$ cat src/drv_regs_defs.svh
// register offsets, field positions, masks and frame constants of the driver
`ifndef DRV_REGS_DEFS_SVH
`define DRV_REGS_DEFS_SVH

// ----------------------------------------------------------------
// frame format
// ----------------------------------------------------------------
`define FRAME_BITS 6'd24
`define CMD_LAST_BIT 6'd7
`define CNT_MAX 6'h3F

// ----------------------------------------------------------------
// ram space offsets
// ----------------------------------------------------------------
`define ADR_BRIDGE_CTL 6'h00
`define ADR_HS_CTL 6'h01
`define ADR_BR_PWM 6'h02
`define ADR_HS_PWM 6'h03
`define ADR_OC_STAT 6'h10
`define ADR_OL_STAT 6'h11
`define ADR_SUP_STAT 6'h12
`define ADR_MASK_CFG 6'h3F

// ----------------------------------------------------------------
// information space offsets and constant words
// ----------------------------------------------------------------
`define ADR_INFO_HDR 6'h00
`define ADR_INFO_REV 6'h01
`define ADR_INFO_PC1 6'h02
`define ADR_INFO_PC2 6'h03
`define ADR_FRAME_ID 6'h3E
`define FRAME_ID_WORD 16'h0200

// ----------------------------------------------------------------
// writable bits and reset values
// ----------------------------------------------------------------
`define MASK_BRIDGE_CTL 16'hFFF1
`define MASK_HS_CTL 16'hFE00
`define MASK_BR_PWM 16'hFCFC
`define MASK_HS_PWM 16'hFFFF
`define MASK_CFG 16'h000A
`define RST_REG 16'h0000

// ----------------------------------------------------------------
// field positions
// ----------------------------------------------------------------
`define BIT_ENABLE 0
`define BIT_BR_PWM_TOP 7
`define BIT_CFG_PWM_TOP 10
`define BIT_SGL_PWM_TOP 8
`define BIT_SGL_ON_TOP 11
`define BIT_MASK_TW 3
`define BIT_MASK_OL 1

`endif

$ cat src/drv_regs_pkg.sv
// types shared by the driver control register logic
package drv_regs_pkg;

  typedef enum logic [1:0] {OP_WRITE, OP_READ, OP_READ_CLEAR, OP_READ_INFO} opcode_e;

  typedef enum logic {ST_IDLE, ST_FRAME} frame_e;

  typedef struct packed {
    frame_e state;
    logic csn_prev;
    logic sclk_prev;
    logic [5:0] cnt;
    logic [23:0] rx;
    logic [23:0] tx;
    logic [15:0] bridge_ctl;
    logic [15:0] hs_ctl;
    logic [15:0] br_pwm;
    logic [15:0] hs_pwm;
    logic [15:0] mask_cfg;
    logic chip_rst;
    logic comm_err;
    logic sdo;
    logic sdo_oe_n;
    logic [5:0] upper;
    logic [5:0] lower;
    logic [1:0] low_res;
    logic [1:0] high_res;
    logic [2:0] single;
    logic active;
  } regs_s;

endpackage

$ cat src/pin_sync.sv
// two-flop synchroniser for asynchronous pins
`timescale 1ns/1ps

module pin_sync #(
  parameter int W = 5
) (
  // clock and reset
  input wire logic clk,
  input wire logic rst,
  // pins and synchronised copies
  input wire logic [W-1:0] pins,
  output logic [W-1:0] synced
);

  typedef struct packed {
    logic [W-1:0] meta;
    logic [W-1:0] stable;
  } sync_s;

  sync_s s_q;
  sync_s s_d;

  // first stage feeds only the second
  always_comb begin
    s_d = s_q;
    s_d.meta = pins;
    s_d.stable = s_q.meta;
  end

  // register both stages
  always_ff @(posedge clk) begin
    if (rst) begin
      s_q <= '0;
    end else begin
      s_q <= s_d;
    end
  end

  assign synced = s_q.stable;

endmodule // pin_sync

$ cat src/driver_output_control_regs.sv
// serial register bank and output control of the multi-output load driver
// ----------------------------------------------------------------
// Summary of operation
// - four read/write control registers sit at ram addresses 00h to 03h.
// - status words at 10h to 12h are read only and writes leave them alone.
// - the configuration word at 3Fh masks status bits from the error flag.
// - the information space returns fixed words, the frame word 0200h at 3Eh.
// - a driver bit set without its partner bit turns its output on and a clear bit turns it off.
// - with pwm enabled a driver is on only while its pulse input is high.
// - both switches of one half bridge are never on together.
// - bridge control bits 15..4 hold upper then lower bit per output.
// - enable bit 0 selects active mode, clearing it clears every control bit.
// - a two-bit select per configurable output picks low, high or off.
// - bits 11..9 of the second register drive three single upper outputs.
// - write and read codes reach ram, the info code reaches the info space.
// - a write frame returns status then the old content of the register.
// ----------------------------------------------------------------
`timescale 1ns/1ps
`include "drv_regs_defs.svh"

module driver_output_control_regs #(
  parameter logic [15:0] INFO_HDR = 16'h1000, // arbitrary value
  parameter logic [15:0] INFO_REV = 16'h0100, // arbitrary value
  parameter logic [15:0] INFO_PC1 = 16'h2000, // arbitrary value
  parameter logic [15:0] INFO_PC2 = 16'h2100 // arbitrary value
) (
  // clock and reset
  input wire logic clk,
  input wire logic rst,
  // serial pins
  input wire logic chip_select_n,
  input wire logic sclk,
  input wire logic sdi,
  output logic sdo,
  output logic sdo_oe_n,
  // pulse inputs
  input wire logic pulse_input_a,
  input wire logic pulse_input_b,
  // diagnosis from protection logic
  input wire logic thermal_shutdown,
  input wire logic thermal_warning,
  input wire logic supply_or_current_fault,
  input wire logic open_load_any,
  input wire logic not_ready,
  input wire logic [15:0] overcurrent_status,
  input wire logic [15:0] open_load_status,
  input wire logic [15:0] supply_status,
  // driver controls
  output logic [5:0] upper_switch,
  output logic [5:0] lower_switch,
  output logic [1:0] upper_switch_low_res,
  output logic [1:0] upper_switch_high_res,
  output logic [2:0] single_upper_output,
  output logic device_active
);

  // ----------------------------------------------------------------
  // helpers
  // ----------------------------------------------------------------

  // driver may conduct when pwm gating is off or its input is high
  function automatic logic pwm_ok(input logic en, input logic lvl);
    return !en || lvl;
  endfunction

  // read word for a command byte
  function automatic logic [15:0] rd_word(
    input logic [7:0] cmd,
    input drv_regs_pkg::regs_s r,
    input logic [15:0] oc,
    input logic [15:0] ol,
    input logic [15:0] sup
  );
    logic [15:0] w;
    w = 16'h0000;
    if (drv_regs_pkg::opcode_e'(cmd[7:6]) == drv_regs_pkg::OP_READ_INFO) begin
      case (cmd[5:0])
        `ADR_INFO_HDR: w = INFO_HDR;
        `ADR_INFO_REV: w = INFO_REV;
        `ADR_INFO_PC1: w = INFO_PC1;
        `ADR_INFO_PC2: w = INFO_PC2;
        `ADR_FRAME_ID: w = `FRAME_ID_WORD;
        default: w = 16'h0000;
      endcase
    end else begin
      case (cmd[5:0])
        `ADR_BRIDGE_CTL: w = r.bridge_ctl;
        `ADR_HS_CTL: w = r.hs_ctl;
        `ADR_BR_PWM: w = r.br_pwm;
        `ADR_HS_PWM: w = r.hs_pwm;
        `ADR_OC_STAT: w = oc;
        `ADR_OL_STAT: w = ol;
        `ADR_SUP_STAT: w = sup;
        `ADR_MASK_CFG: w = r.mask_cfg;
        default: w = 16'h0000;
      endcase
    end
    return w;
  endfunction

  // ----------------------------------------------------------------
  // pin synchronisers
  // ----------------------------------------------------------------
  logic [4:0] pins_s;
  logic csn_s;
  logic sclk_s;
  logic sdi_s;
  logic pwm_a_s;
  logic pwm_b_s;

  pin_sync #(
    .W(5)
  ) u_sync (
    .clk(clk),
    .rst(rst),
    .pins({!chip_select_n, sclk, sdi, pulse_input_a, pulse_input_b}), // select enters inverted
    .synced(pins_s)
  );

  assign {csn_s, sclk_s, sdi_s, pwm_a_s, pwm_b_s} = pins_s ^ 5'h10; // flop reset reads as idle

  // ----------------------------------------------------------------
  // state
  // ----------------------------------------------------------------
  drv_regs_pkg::regs_s s_q;
  drv_regs_pkg::regs_s s_d;

  logic csn_fall;
  logic csn_rise;
  logic sclk_rise;
  logic sclk_fall;
  logic [7:0] gstat;
  logic gl_err;
  logic gate;

  // frame edges seen on the synchronised pins
  assign csn_fall = s_q.csn_prev && !csn_s;
  assign csn_rise = !s_q.csn_prev && csn_s;
  assign sclk_rise = !s_q.sclk_prev && sclk_s && !csn_s;
  assign sclk_fall = s_q.sclk_prev && !sclk_s && !csn_s;

  // global status byte, masked bits do not raise the error flag
  assign gl_err = s_q.comm_err || s_q.chip_rst || thermal_shutdown || supply_or_current_fault
    || not_ready || (thermal_warning && !s_q.mask_cfg[`BIT_MASK_TW])
    || (open_load_any && !s_q.mask_cfg[`BIT_MASK_OL]);
  assign gstat = {gl_err, s_q.comm_err, !s_q.chip_rst, thermal_shutdown,
    thermal_warning && !s_q.mask_cfg[`BIT_MASK_TW], supply_or_current_fault,
    open_load_any && !s_q.mask_cfg[`BIT_MASK_OL], not_ready};

  // drivers may conduct only in active mode with no chip reset or shutdown
  assign gate = s_q.bridge_ctl[`BIT_ENABLE] && !s_q.chip_rst && !thermal_shutdown;

  // ----------------------------------------------------------------
  // next state
  // ----------------------------------------------------------------
  always_comb begin
    logic [7:0] cmd;
    logic [15:0] wd;
    logic in_sel;
    logic hs;
    logic ls;
    logic ok;
    logic [1:0] sel;
    cmd = s_q.rx[23:16];
    wd = s_q.rx[15:0];
    in_sel = 1'b0;
    hs = 1'b0;
    ls = 1'b0;
    ok = 1'b0;
    sel = 2'b00;
    s_d = s_q;
    s_d.csn_prev = csn_s;
    s_d.sclk_prev = sclk_s;

    // serial frame handling
    unique case (s_q.state)
      drv_regs_pkg::ST_IDLE: begin
        s_d.sdo_oe_n = 1'b1;
        if (csn_fall) begin
          s_d.state = drv_regs_pkg::ST_FRAME;
          s_d.cnt = 6'h00;
          s_d.tx = {gstat, 16'h0000};
          s_d.sdo = gstat[7];
          s_d.sdo_oe_n = 1'b0;
        end
      end
      drv_regs_pkg::ST_FRAME: begin
        if (sclk_rise) begin
          s_d.rx = {s_q.rx[22:0], sdi_s};
          if (s_q.cnt != `CNT_MAX) begin
            s_d.cnt = s_q.cnt + 6'd1;
          end
          // command byte complete: load the answer word
          if (s_q.cnt == `CMD_LAST_BIT) begin
            s_d.tx[22:7] = rd_word({s_q.rx[6:0], sdi_s}, s_q, overcurrent_status,
              open_load_status, supply_status);
          end
        end
        if (sclk_fall && s_q.cnt != 6'h00) begin
          s_d.tx = {s_q.tx[22:0], 1'b0};
          s_d.sdo = s_q.tx[22];
        end
        if (csn_rise) begin
          s_d.state = drv_regs_pkg::ST_IDLE;
          s_d.sdo_oe_n = 1'b1;
          if (s_q.cnt == `FRAME_BITS) begin
            s_d.comm_err = 1'b0;
            s_d.chip_rst = 1'b0;
            if (drv_regs_pkg::opcode_e'(cmd[7:6]) == drv_regs_pkg::OP_WRITE) begin
              case (cmd[5:0])
                `ADR_BRIDGE_CTL: begin
                  if (!wd[`BIT_ENABLE]) begin
                    s_d.bridge_ctl = `RST_REG;
                    s_d.hs_ctl = `RST_REG;
                    s_d.br_pwm = `RST_REG;
                    s_d.hs_pwm = `RST_REG;
                  end else begin
                    s_d.bridge_ctl = wd & `MASK_BRIDGE_CTL;
                  end
                end
                `ADR_HS_CTL: begin
                  if (s_q.bridge_ctl[`BIT_ENABLE]) begin
                    s_d.hs_ctl = wd & `MASK_HS_CTL;
                  end
                end
                `ADR_BR_PWM: begin
                  if (s_q.bridge_ctl[`BIT_ENABLE]) begin
                    s_d.br_pwm = wd & `MASK_BR_PWM;
                  end
                end
                `ADR_HS_PWM: begin
                  if (s_q.bridge_ctl[`BIT_ENABLE]) begin
                    s_d.hs_pwm = wd & `MASK_HS_PWM;
                  end
                end
                `ADR_MASK_CFG: s_d.mask_cfg = wd & `MASK_CFG;
                default: s_d.mask_cfg = s_q.mask_cfg; // status and unmapped ignored
              endcase
            end
          end else begin
            s_d.comm_err = 1'b1;
          end
        end
      end
    endcase

    // half bridges, upper bit above lower bit per output
    for (int i = 0; i < 6; i++) begin
      hs = s_q.bridge_ctl[15 - 2 * i];
      ls = s_q.bridge_ctl[14 - 2 * i];
      in_sel = (i == 4) ? pwm_b_s : pwm_a_s;
      ok = gate && pwm_ok(s_q.br_pwm[`BIT_BR_PWM_TOP - i], in_sel);
      s_d.upper[i] = hs && !ls && ok;
      s_d.lower[i] = ls && !hs && ok;
    end

    // configurable upper outputs, two-bit resistance select
    for (int k = 0; k < 2; k++) begin
      sel = s_q.hs_ctl[15 - 2 * k -: 2];
      in_sel = (k == 1) ? pwm_b_s : pwm_a_s;
      ok = gate && pwm_ok(s_q.hs_pwm[`BIT_CFG_PWM_TOP - k], in_sel);
      s_d.low_res[k] = (sel == 2'b10) && ok;
      s_d.high_res[k] = (sel == 2'b01) && ok;
    end

    // single upper outputs
    for (int j = 0; j < 3; j++) begin
      in_sel = (j == 1) ? pwm_b_s : pwm_a_s;
      ok = gate && pwm_ok(s_q.hs_pwm[`BIT_SGL_PWM_TOP - j], in_sel);
      s_d.single[j] = s_q.hs_ctl[`BIT_SGL_ON_TOP - j] && ok;
    end

    s_d.active = gate;
  end

  // ----------------------------------------------------------------
  // state register
  // ----------------------------------------------------------------
  always_ff @(posedge clk) begin
    if (rst) begin
      s_q <= '0;
      s_q.state <= drv_regs_pkg::ST_IDLE;
      s_q.csn_prev <= 1'b1;
      s_q.chip_rst <= 1'b1;
      s_q.sdo_oe_n <= 1'b1;
    end else begin
      s_q <= s_d;
    end
  end

  // outputs straight from the state register
  assign sdo = s_q.sdo;
  assign sdo_oe_n = s_q.sdo_oe_n;
  assign upper_switch = s_q.upper;
  assign lower_switch = s_q.lower;
  assign upper_switch_low_res = s_q.low_res;
  assign upper_switch_high_res = s_q.high_res;
  assign single_upper_output = s_q.single;
  assign device_active = s_q.active;
endmodule // driver_output_control_regs

$ cat config.mk
export PLATFORM = sky130hd
export DESIGN_NAME = driver_output_control_regs
export DESIGN_NICKNAME = d
export VERILOG_FILES = /design/src/drv_regs_pkg.sv /design/src/pin_sync.sv /design/src/driver_output_control_regs.sv
export VERILOG_INCLUDE_DIRS = /design/src /design/src/src
export SDC_FILE = /design/constraint.sdc
export NUM_CORES = 1
export LEC_CHECK = 0
export BUFFER_PORTS_ARGS = -buffer_cell sky130_fd_sc_hd__buf_2
export CAP_MARGIN = 0
export CORE_UTILIZATION = 44
export CTS_CLUSTER_SIZE = 8
export DETAILED_ROUTE_END_ITERATION = 12
export HOLD_SLACK_MARGIN = 0.08
export PLACE_DENSITY = 0.68
export RECOVER_POWER = 50
export SETUP_SLACK_MARGIN = 0.5
export SYNTH_ARGS = -nofsm -noshare
export SYNTH_HDL_FRONTEND = slang
export SYNTH_SLANG_ARGS = --single-unit
$ cat constraint.sdc
create_clock -name clk -period 2.4 [get_ports clk]
set_input_delay 0 -clock clk [delete_from_list [all_inputs] [get_ports clk]]
set_output_delay 0 -clock clk [all_outputs]
set_load 0.02 [all_outputs]
==> Yosys cells after proc, flatten, opt, wreduce, memory -nomap -nowiden <==
Index checks and enable logic that the tools add are counted.
{ "op_classes": {"n_mux": 28, "bitwise": 2, "n_reduce_logical": 119, "add_sub_neg": 1, "eq_ne": 31} }
{ "op_table": {"columns": ["operator", "count"], "rows": [
  ["$pmux 16 s8", 1],
  ["$mux 16", 7],
  ["$pmux 16 s2", 3],
  ["$pmux 14 s5", 1],
  ["$logic_and 1x1->1", 53],
  ["$mux 48", 1],
  ["$mux 23", 2],
  ["$pmux 23 s2", 1],
  ["$logic_not 1->1", 31],
  ["$mux 30", 1],
  ["$eq 6x2->1 const B", 4],
  ["$eq 6x5->1 const B", 4],
  ["$reduce_and 7->1", 3],
  ["$eq 6x6->1 const B", 3],
  ["$logic_or 1x1->1", 17],
  ["$eq 6x1->1 const B", 2],
  ["$logic_not 6->1", 2],
  ["$mux 6", 2],
  ["$pmux 6 s2", 1],
  ["$ne 2x2->1 const B", 5],
  ["$reduce_and 5->1", 2],
  ["$reduce_and 3->1", 3],
  ["$ne 2x1->1 const B", 4],
  ["$add 6x1->6 const B", 1],
  ["other kinds (14)", 27]
]} }
{ "totals": {"word_cells": 205, "in_bits": 60, "register_bits": 156, "output_inout_bits": 22} }

==> Logic depth before layout (Yosys ltp) <==
{ "depth": {"ltp_word": 8, "ltp_mapped": 10, "ltp_nobuf": 8} }

==> Cells and area by module <==
From an unflattened synthesis, not the netlist that was laid out.
{ "hier_totals": {"hier_cells": 761, "area_unflattened_um2": 6237.2} }
{ "modules_own_cells": {"columns": ["mod", "cells_per_inst", "area_per_inst_um2", "seq_area_each_um2", "n_inst"], "rows": [
  ["driver_output_control_regs", 741, 5974.5, 2582.5, 1],
  ["pin_sync", 20, 262.8, 200.2, 1]
]} }

==> Worst setup path before layout <==
No wires, ideal clock.
{ "synth_path": {"kind": "flip-flop to flip-flop", "startpoint": "register u_sync.s_q (netlist bit u_sync.synced[4])", "endpoint": "register s_q[59] (netlist name)", "arrival_ps": 2211, "required_ps": 2268, "period_less_slack_ps": 2343, "path_buffers": 2, "setup_ps": 132, "slack_ps": 57, "stages_incl_launch_ff": 9, "path_cell_list": "dfxtp_1 buf_6 or3b_1 or4b_4 or2_4 or3_4 buf_6 nand2_1 a21oi_1"} }
{ "synth_via": {"elab_chain_cells": 3} }
{ "synth_lines": {"columns": ["element", "line", "text"], "rows": [
  ["start, declared", "pin_sync.sv:20", "sync_s s_q;"],
  ["start signal, assigned", "pin_sync.sv:33", "s_q <= '0;"],
  ["start signal, assigned", "pin_sync.sv:35", "s_q <= s_d;"],
  ["$not 1->1 (no line)", null, null],
  ["$logic_and 1x1->1", "driver_output_control_regs.sv:138", "assign csn_rise = !s_q.csn_prev && csn_s;"],
  ["$reduce_and 7->1 (no line)", null, null],
  ["end, declared", "driver_output_control_regs.sv:125", "drv_regs_pkg::regs_s s_q;"]
]} }
Every way passes these cells.
A chain may end at the register's enable or synchronous reset.

==> Worst setup path in the final report <==
{ "layout_path": {"startpoint": "register s_q[160] (netlist name)", "endpoint": "register s_q[95] (netlist name)"} }
{ "layout_via": {"elab_chain_cells": 1} }
{ "layout_lines": {"columns": ["element"], "rows": [
  ["$reduce_and 5->1 (no line)"]
]} }
Every way passes these cells.

==> key figures <==
Placed design
  • Final Wtd Congestion: approximately 0.89
  • Total placed cells including tap cells: ~1000
  • Post-detailed-placement cell area: about 7000 µm²
  • Worst slack at placement: ~0.022 ns
  • Number of I/O port buffers: a little over 80
  • HPWL reported at the end of detailed placement: 12500 µm

Min path
  • Worst min-delay path class: in -> reg
  • Cell depth of the worst min-delay path: 4

STA
  • Smallest setup slack after layout: 0.0976 ns
  • Worst Skew: approximately 0.0080 ns
  • Final Cycle Share: 0.959
  • Headroom to the max-slew limit: 0.0980
  • Maximum clock frequency: 434 MHz
  • RSZ-0062 raised after global routing: true
  • Final period demand of the worst path: 2.30 ns
  • Total count of hold-check failures in the final report: 0
  • Worst-margin pin slew: 1.35 ns
  • Final-report max-slew violation count: 0
  • Final setup violation count: 0
  • TNS Setup: 0 ns

Clock tree
  • H-tree depth: 4
  • Buffer levels on the longest clock path: 2
  • Clock Root Buffer: sky130_fd_sc_hd__clkbuf_16
  • Clock-pin slew on the worst setup and hold paths: about 0.06 ns
  • Latest clock arrival within the worst-skew pair: 0.43 ns
  • CTS Buf Count: 17
  • Count of clock tree sinks: roughly 140
  • Clock tree from TritonCTS: built

Cells and area
  • Commonest cells after routing, fill and taps aside: sky130_fd_sc_hd__dfxtp_1, sky130_fd_sc_hd__nand2_1, sky130_fd_sc_hd__a21oi_1
  • Area of all placed cells without fillers: 8320 µm²
  • Growth of design area from synthesis to finish: 31.7%
  • # nets final: 951
  • Layout cell share with drive strength beyond 1: 0.284
  • Diodes inserted: 0
  • Most common cell after layout, fill and taps aside: sky130_fd_sc_hd__dfxtp_1
  • Share of the core filled with cells in the final layout: 0.597
  • Filler cell count: 1155
  • Post-layout instance count excluding filler cells: 1082

Global route
  • Via count of the first global-routing pass: 5527
  • Gr usage total: 0.274
  • Global-route wire length before repair: between 30000 and 40000 µm
  • Largest net degree at the start of global routing: roughly 120
  • Overall overflow remaining after global route: 0
  • Number of antenna violations at the first check in global routing: 0

Floorplanning
  • Die width: 122 µm
  • Area inside the core boundary: 13900 µm²
  • Initial Util: 0.454
  • Area of the die: 14800 µm²
  • Height of the die: ~120 µm
  • Number of top-level pins: 82
  • Number of placement rows: 43

Drt
  • Antenna-violating nets left: 0
  • Iteration count of the initial detailed-routing pass: 7
  • Number of vias per cell after detailed routing: 5.94
  • Average wire per cell in the routed design: 18.9 µm
  • DRC: 0
  • Starting DRC count in detailed routing: between 700 and 800
  • Routed Wire Length: between 20000 and 25000 µm
  • Vias after detailed routing: 6423

Setup path
  • Crit path max fanout: 8
  • Kind of start point of the critical path: register
  • Data required, critical path: 2.65 ns
  • Arrival time of the worst setup path: 2.56 ns
  • CP Capture Type: register
  • Worst Reg2Reg Path Length in Cells: 6
  • Startpoint-to-endpoint class of the critical path: reg -> reg

Synth
  • Main flop type after synthesis: sky130_fd_sc_hd__dfxtp_1
  • Avg Cell Area, Syn: 8.23 µm²
  • Count of distinct cell types in the synthesized netlist: 61
  • Simple-gate area share of the yosys netlist: 0.260
  • Post-synthesis adder-cell area fraction: 0.00396
  • Xor and xnor fraction of the mapped netlist area: 0.00416
  • Synth warnings: 0
  • Multiplexer fraction of the synthesized cell area: 0.0416
  • Largest cells by area after synthesis: sky130_fd_sc_hd__dfxtp_1, sky130_fd_sc_hd__a21oi_1, sky130_fd_sc_hd__nand2_1, sky130_fd_sc_hd__nand3_1, sky130_fd_sc_hd__buf_4
  • Post-synthesis sequential element count: 139
  • Post-synth top area cell: sky130_fd_sc_hd__dfxtp_1
  • Synthesized netlist cell count: ~770
  • Net count of the mapped netlist: 830
  • Top cell type's share of synthesized area: 0.440
  • EDFF count, synth: 0
  • Share of synthesized flip-flops with an asynchronous set or reset: 0
  • Share of the yosys chip area belonging to registers: 0.440
  • Cell area after synthesis: 6320 µm²
  • Area fraction in compound gates after synthesis: 0.180
  • Largest family of logic cells by synthesized area: simple AND/OR/NAND/NOR gates

Pwr
  • P_int: between 3 and 4 mW
  • Net switching share of the total power: 0.237
  • Static leakage: around 2.9 nW
  • Switching power total: 1.20 mW
  • Portion of total power attributed to sequential cells: 0.461
  • Pwr per Cell Area: 608 nW/µm²
  • Power share of the combinational group: 0.046
  • VDD IR-drop max: 0.000506 V
  • Clk pwr share: 0.493

Run status
  • Result of the run: finished clean

Flow run
  • Total of max-cap violations: 0
[logic make-up (layout without fill, tap and decap cells)]
family	count (synthesis)	count (layout)
flip-flops	139	139
adder cells (fa/ha/maj)	2	2
buffers and inverters	88	220
XOR/XNOR	3	3
AND/OR/NAND/NOR	321	323
multiplexers	25	25
AO/OA/AOI/OAI	190	190
[repair_timing]
| item | 4_1_cts | 5_1_grt |
|---|---|---|
| hold buffers | 22 | 0 |
| cloned | 5 | 2 |
| pin swaps | 35 | 27 |
| gates resized for setup | 56 | 63 |
| endpoints found under the setup margin | 75 | 77 |
| hold endpoints to repair | 18 | 0 |
| setup buffers | 18 | 6 |
[registers in the layout, summed over array words and instances, names as in the netlist]
register               cells
single_upper_output        3
u_sync.s_d                 5
lower_switch               6
gstat                      1
sdo                        1
s_q                      106
device_active              1
upper_switch               6
upper_switch_low_res       2
upper_switch_high_res      2
sdo_oe_n                   1
u_sync.synced              5
[stage by stage]
step                hold slack [ns]  total power [mW]
floorplan                    0.0724              2.47
global placement              0.159              2.56
detailed placement            0.159              2.56
CTS                          0.0841              5.06
global route                 0.0975              5.21
finish                       0.0945              5.06
[worst max-delay path, stage by stage, from the launching register on]
cell                      delay, ns
sky130_fd_sc_hd__dfxtp_2       0.33
sky130_fd_sc_hd__or3b_4        0.38
sky130_fd_sc_hd__or4b_4        0.51
sky130_fd_sc_hd__or2_4         0.31
sky130_fd_sc_hd__or3_4         0.42
sky130_fd_sc_hd__nand2_1       0.12
sky130_fd_sc_hd__a21oi_2       0.05
[worst paths after layout]
path	slack (ns)	endpoint	startpoint
max reg2reg	0.1	s_q[95]	s_q[160]
max	0.1	s_q[95]	s_q[160]
min	0.09	s_q[122]	overcurrent_status[11]
min reg2reg	0.44	u_sync.synced[3]	u_sync.s_d[3]
[synthesized netlist by cell type (3+ instances only)]
master                     number
sky130_fd_sc_hd__and4_1         3
sky130_fd_sc_hd__and2_1         3
sky130_fd_sc_hd__nor3_1        10
sky130_fd_sc_hd__o221ai_1       3
sky130_fd_sc_hd__a221oi_1       8
sky130_fd_sc_hd__mux2i_1       15
sky130_fd_sc_hd__nor3b_1       20
sky130_fd_sc_hd__nand2b_1       9
sky130_fd_sc_hd__o22ai_1        3
sky130_fd_sc_hd__or3_1         11
sky130_fd_sc_hd__buf_4         21
sky130_fd_sc_hd__a222oi_1       3
sky130_fd_sc_hd__clkbuf_1      36
sky130_fd_sc_hd__o31ai_1        5
sky130_fd_sc_hd__a211oi_1       3
sky130_fd_sc_hd__nand3_1       68
sky130_fd_sc_hd__and3_1         7
sky130_fd_sc_hd__mux2_2        10
sky130_fd_sc_hd__buf_6          4
sky130_fd_sc_hd__o21ai_0       30
sky130_fd_sc_hd__a22oi_1       20
sky130_fd_sc_hd__nand4_1        5
sky130_fd_sc_hd__nor2_1        24
sky130_fd_sc_hd__dfxtp_1      139
sky130_fd_sc_hd__nor2b_1       13
sky130_fd_sc_hd__nand2_1      127
sky130_fd_sc_hd__a21oi_1       98
sky130_fd_sc_hd__inv_1         13
sky130_fd_sc_hd__buf_1          8
sky130_fd_sc_hd__a31oi_1        3
sky130_fd_sc_hd__buf_2          3
[power groups by stage]
stage	Clock, mW	Combinational (mW)	Sequential [mW]
after global routing	2.64	0.244	2.33
after floorplan	0	0.0916	2.38
final	2.49	0.231	2.33
after global placement	0	0.179	2.39
after CTS	2.51	0.215	2.33
after detailed placement	0	0.179	2.39
[cell type report]
type,instances,area [µm²],area share
inverter,14,56.3,0.00677
timing repair buffer,174,1250,0.151
sequential,139,2810,0.337
multi-input combinational,543,3420,0.412
clock inverter,13,120,0.0144
clock buffer,19,433,0.0520
tap,180,225,0.0271
[metal layers]
metal,track usage,part of all wire,routed length [µm],vias up
met3,0.0669,0.095,1950,85
met4,0.148,0.047,959,0
met1,0.370,0.42,8590,2980
met2,0.398,0.44,8950,401
li1,-,-,-,2957
met5,0,0,0,-
Power figures use the tool's default switching activity.
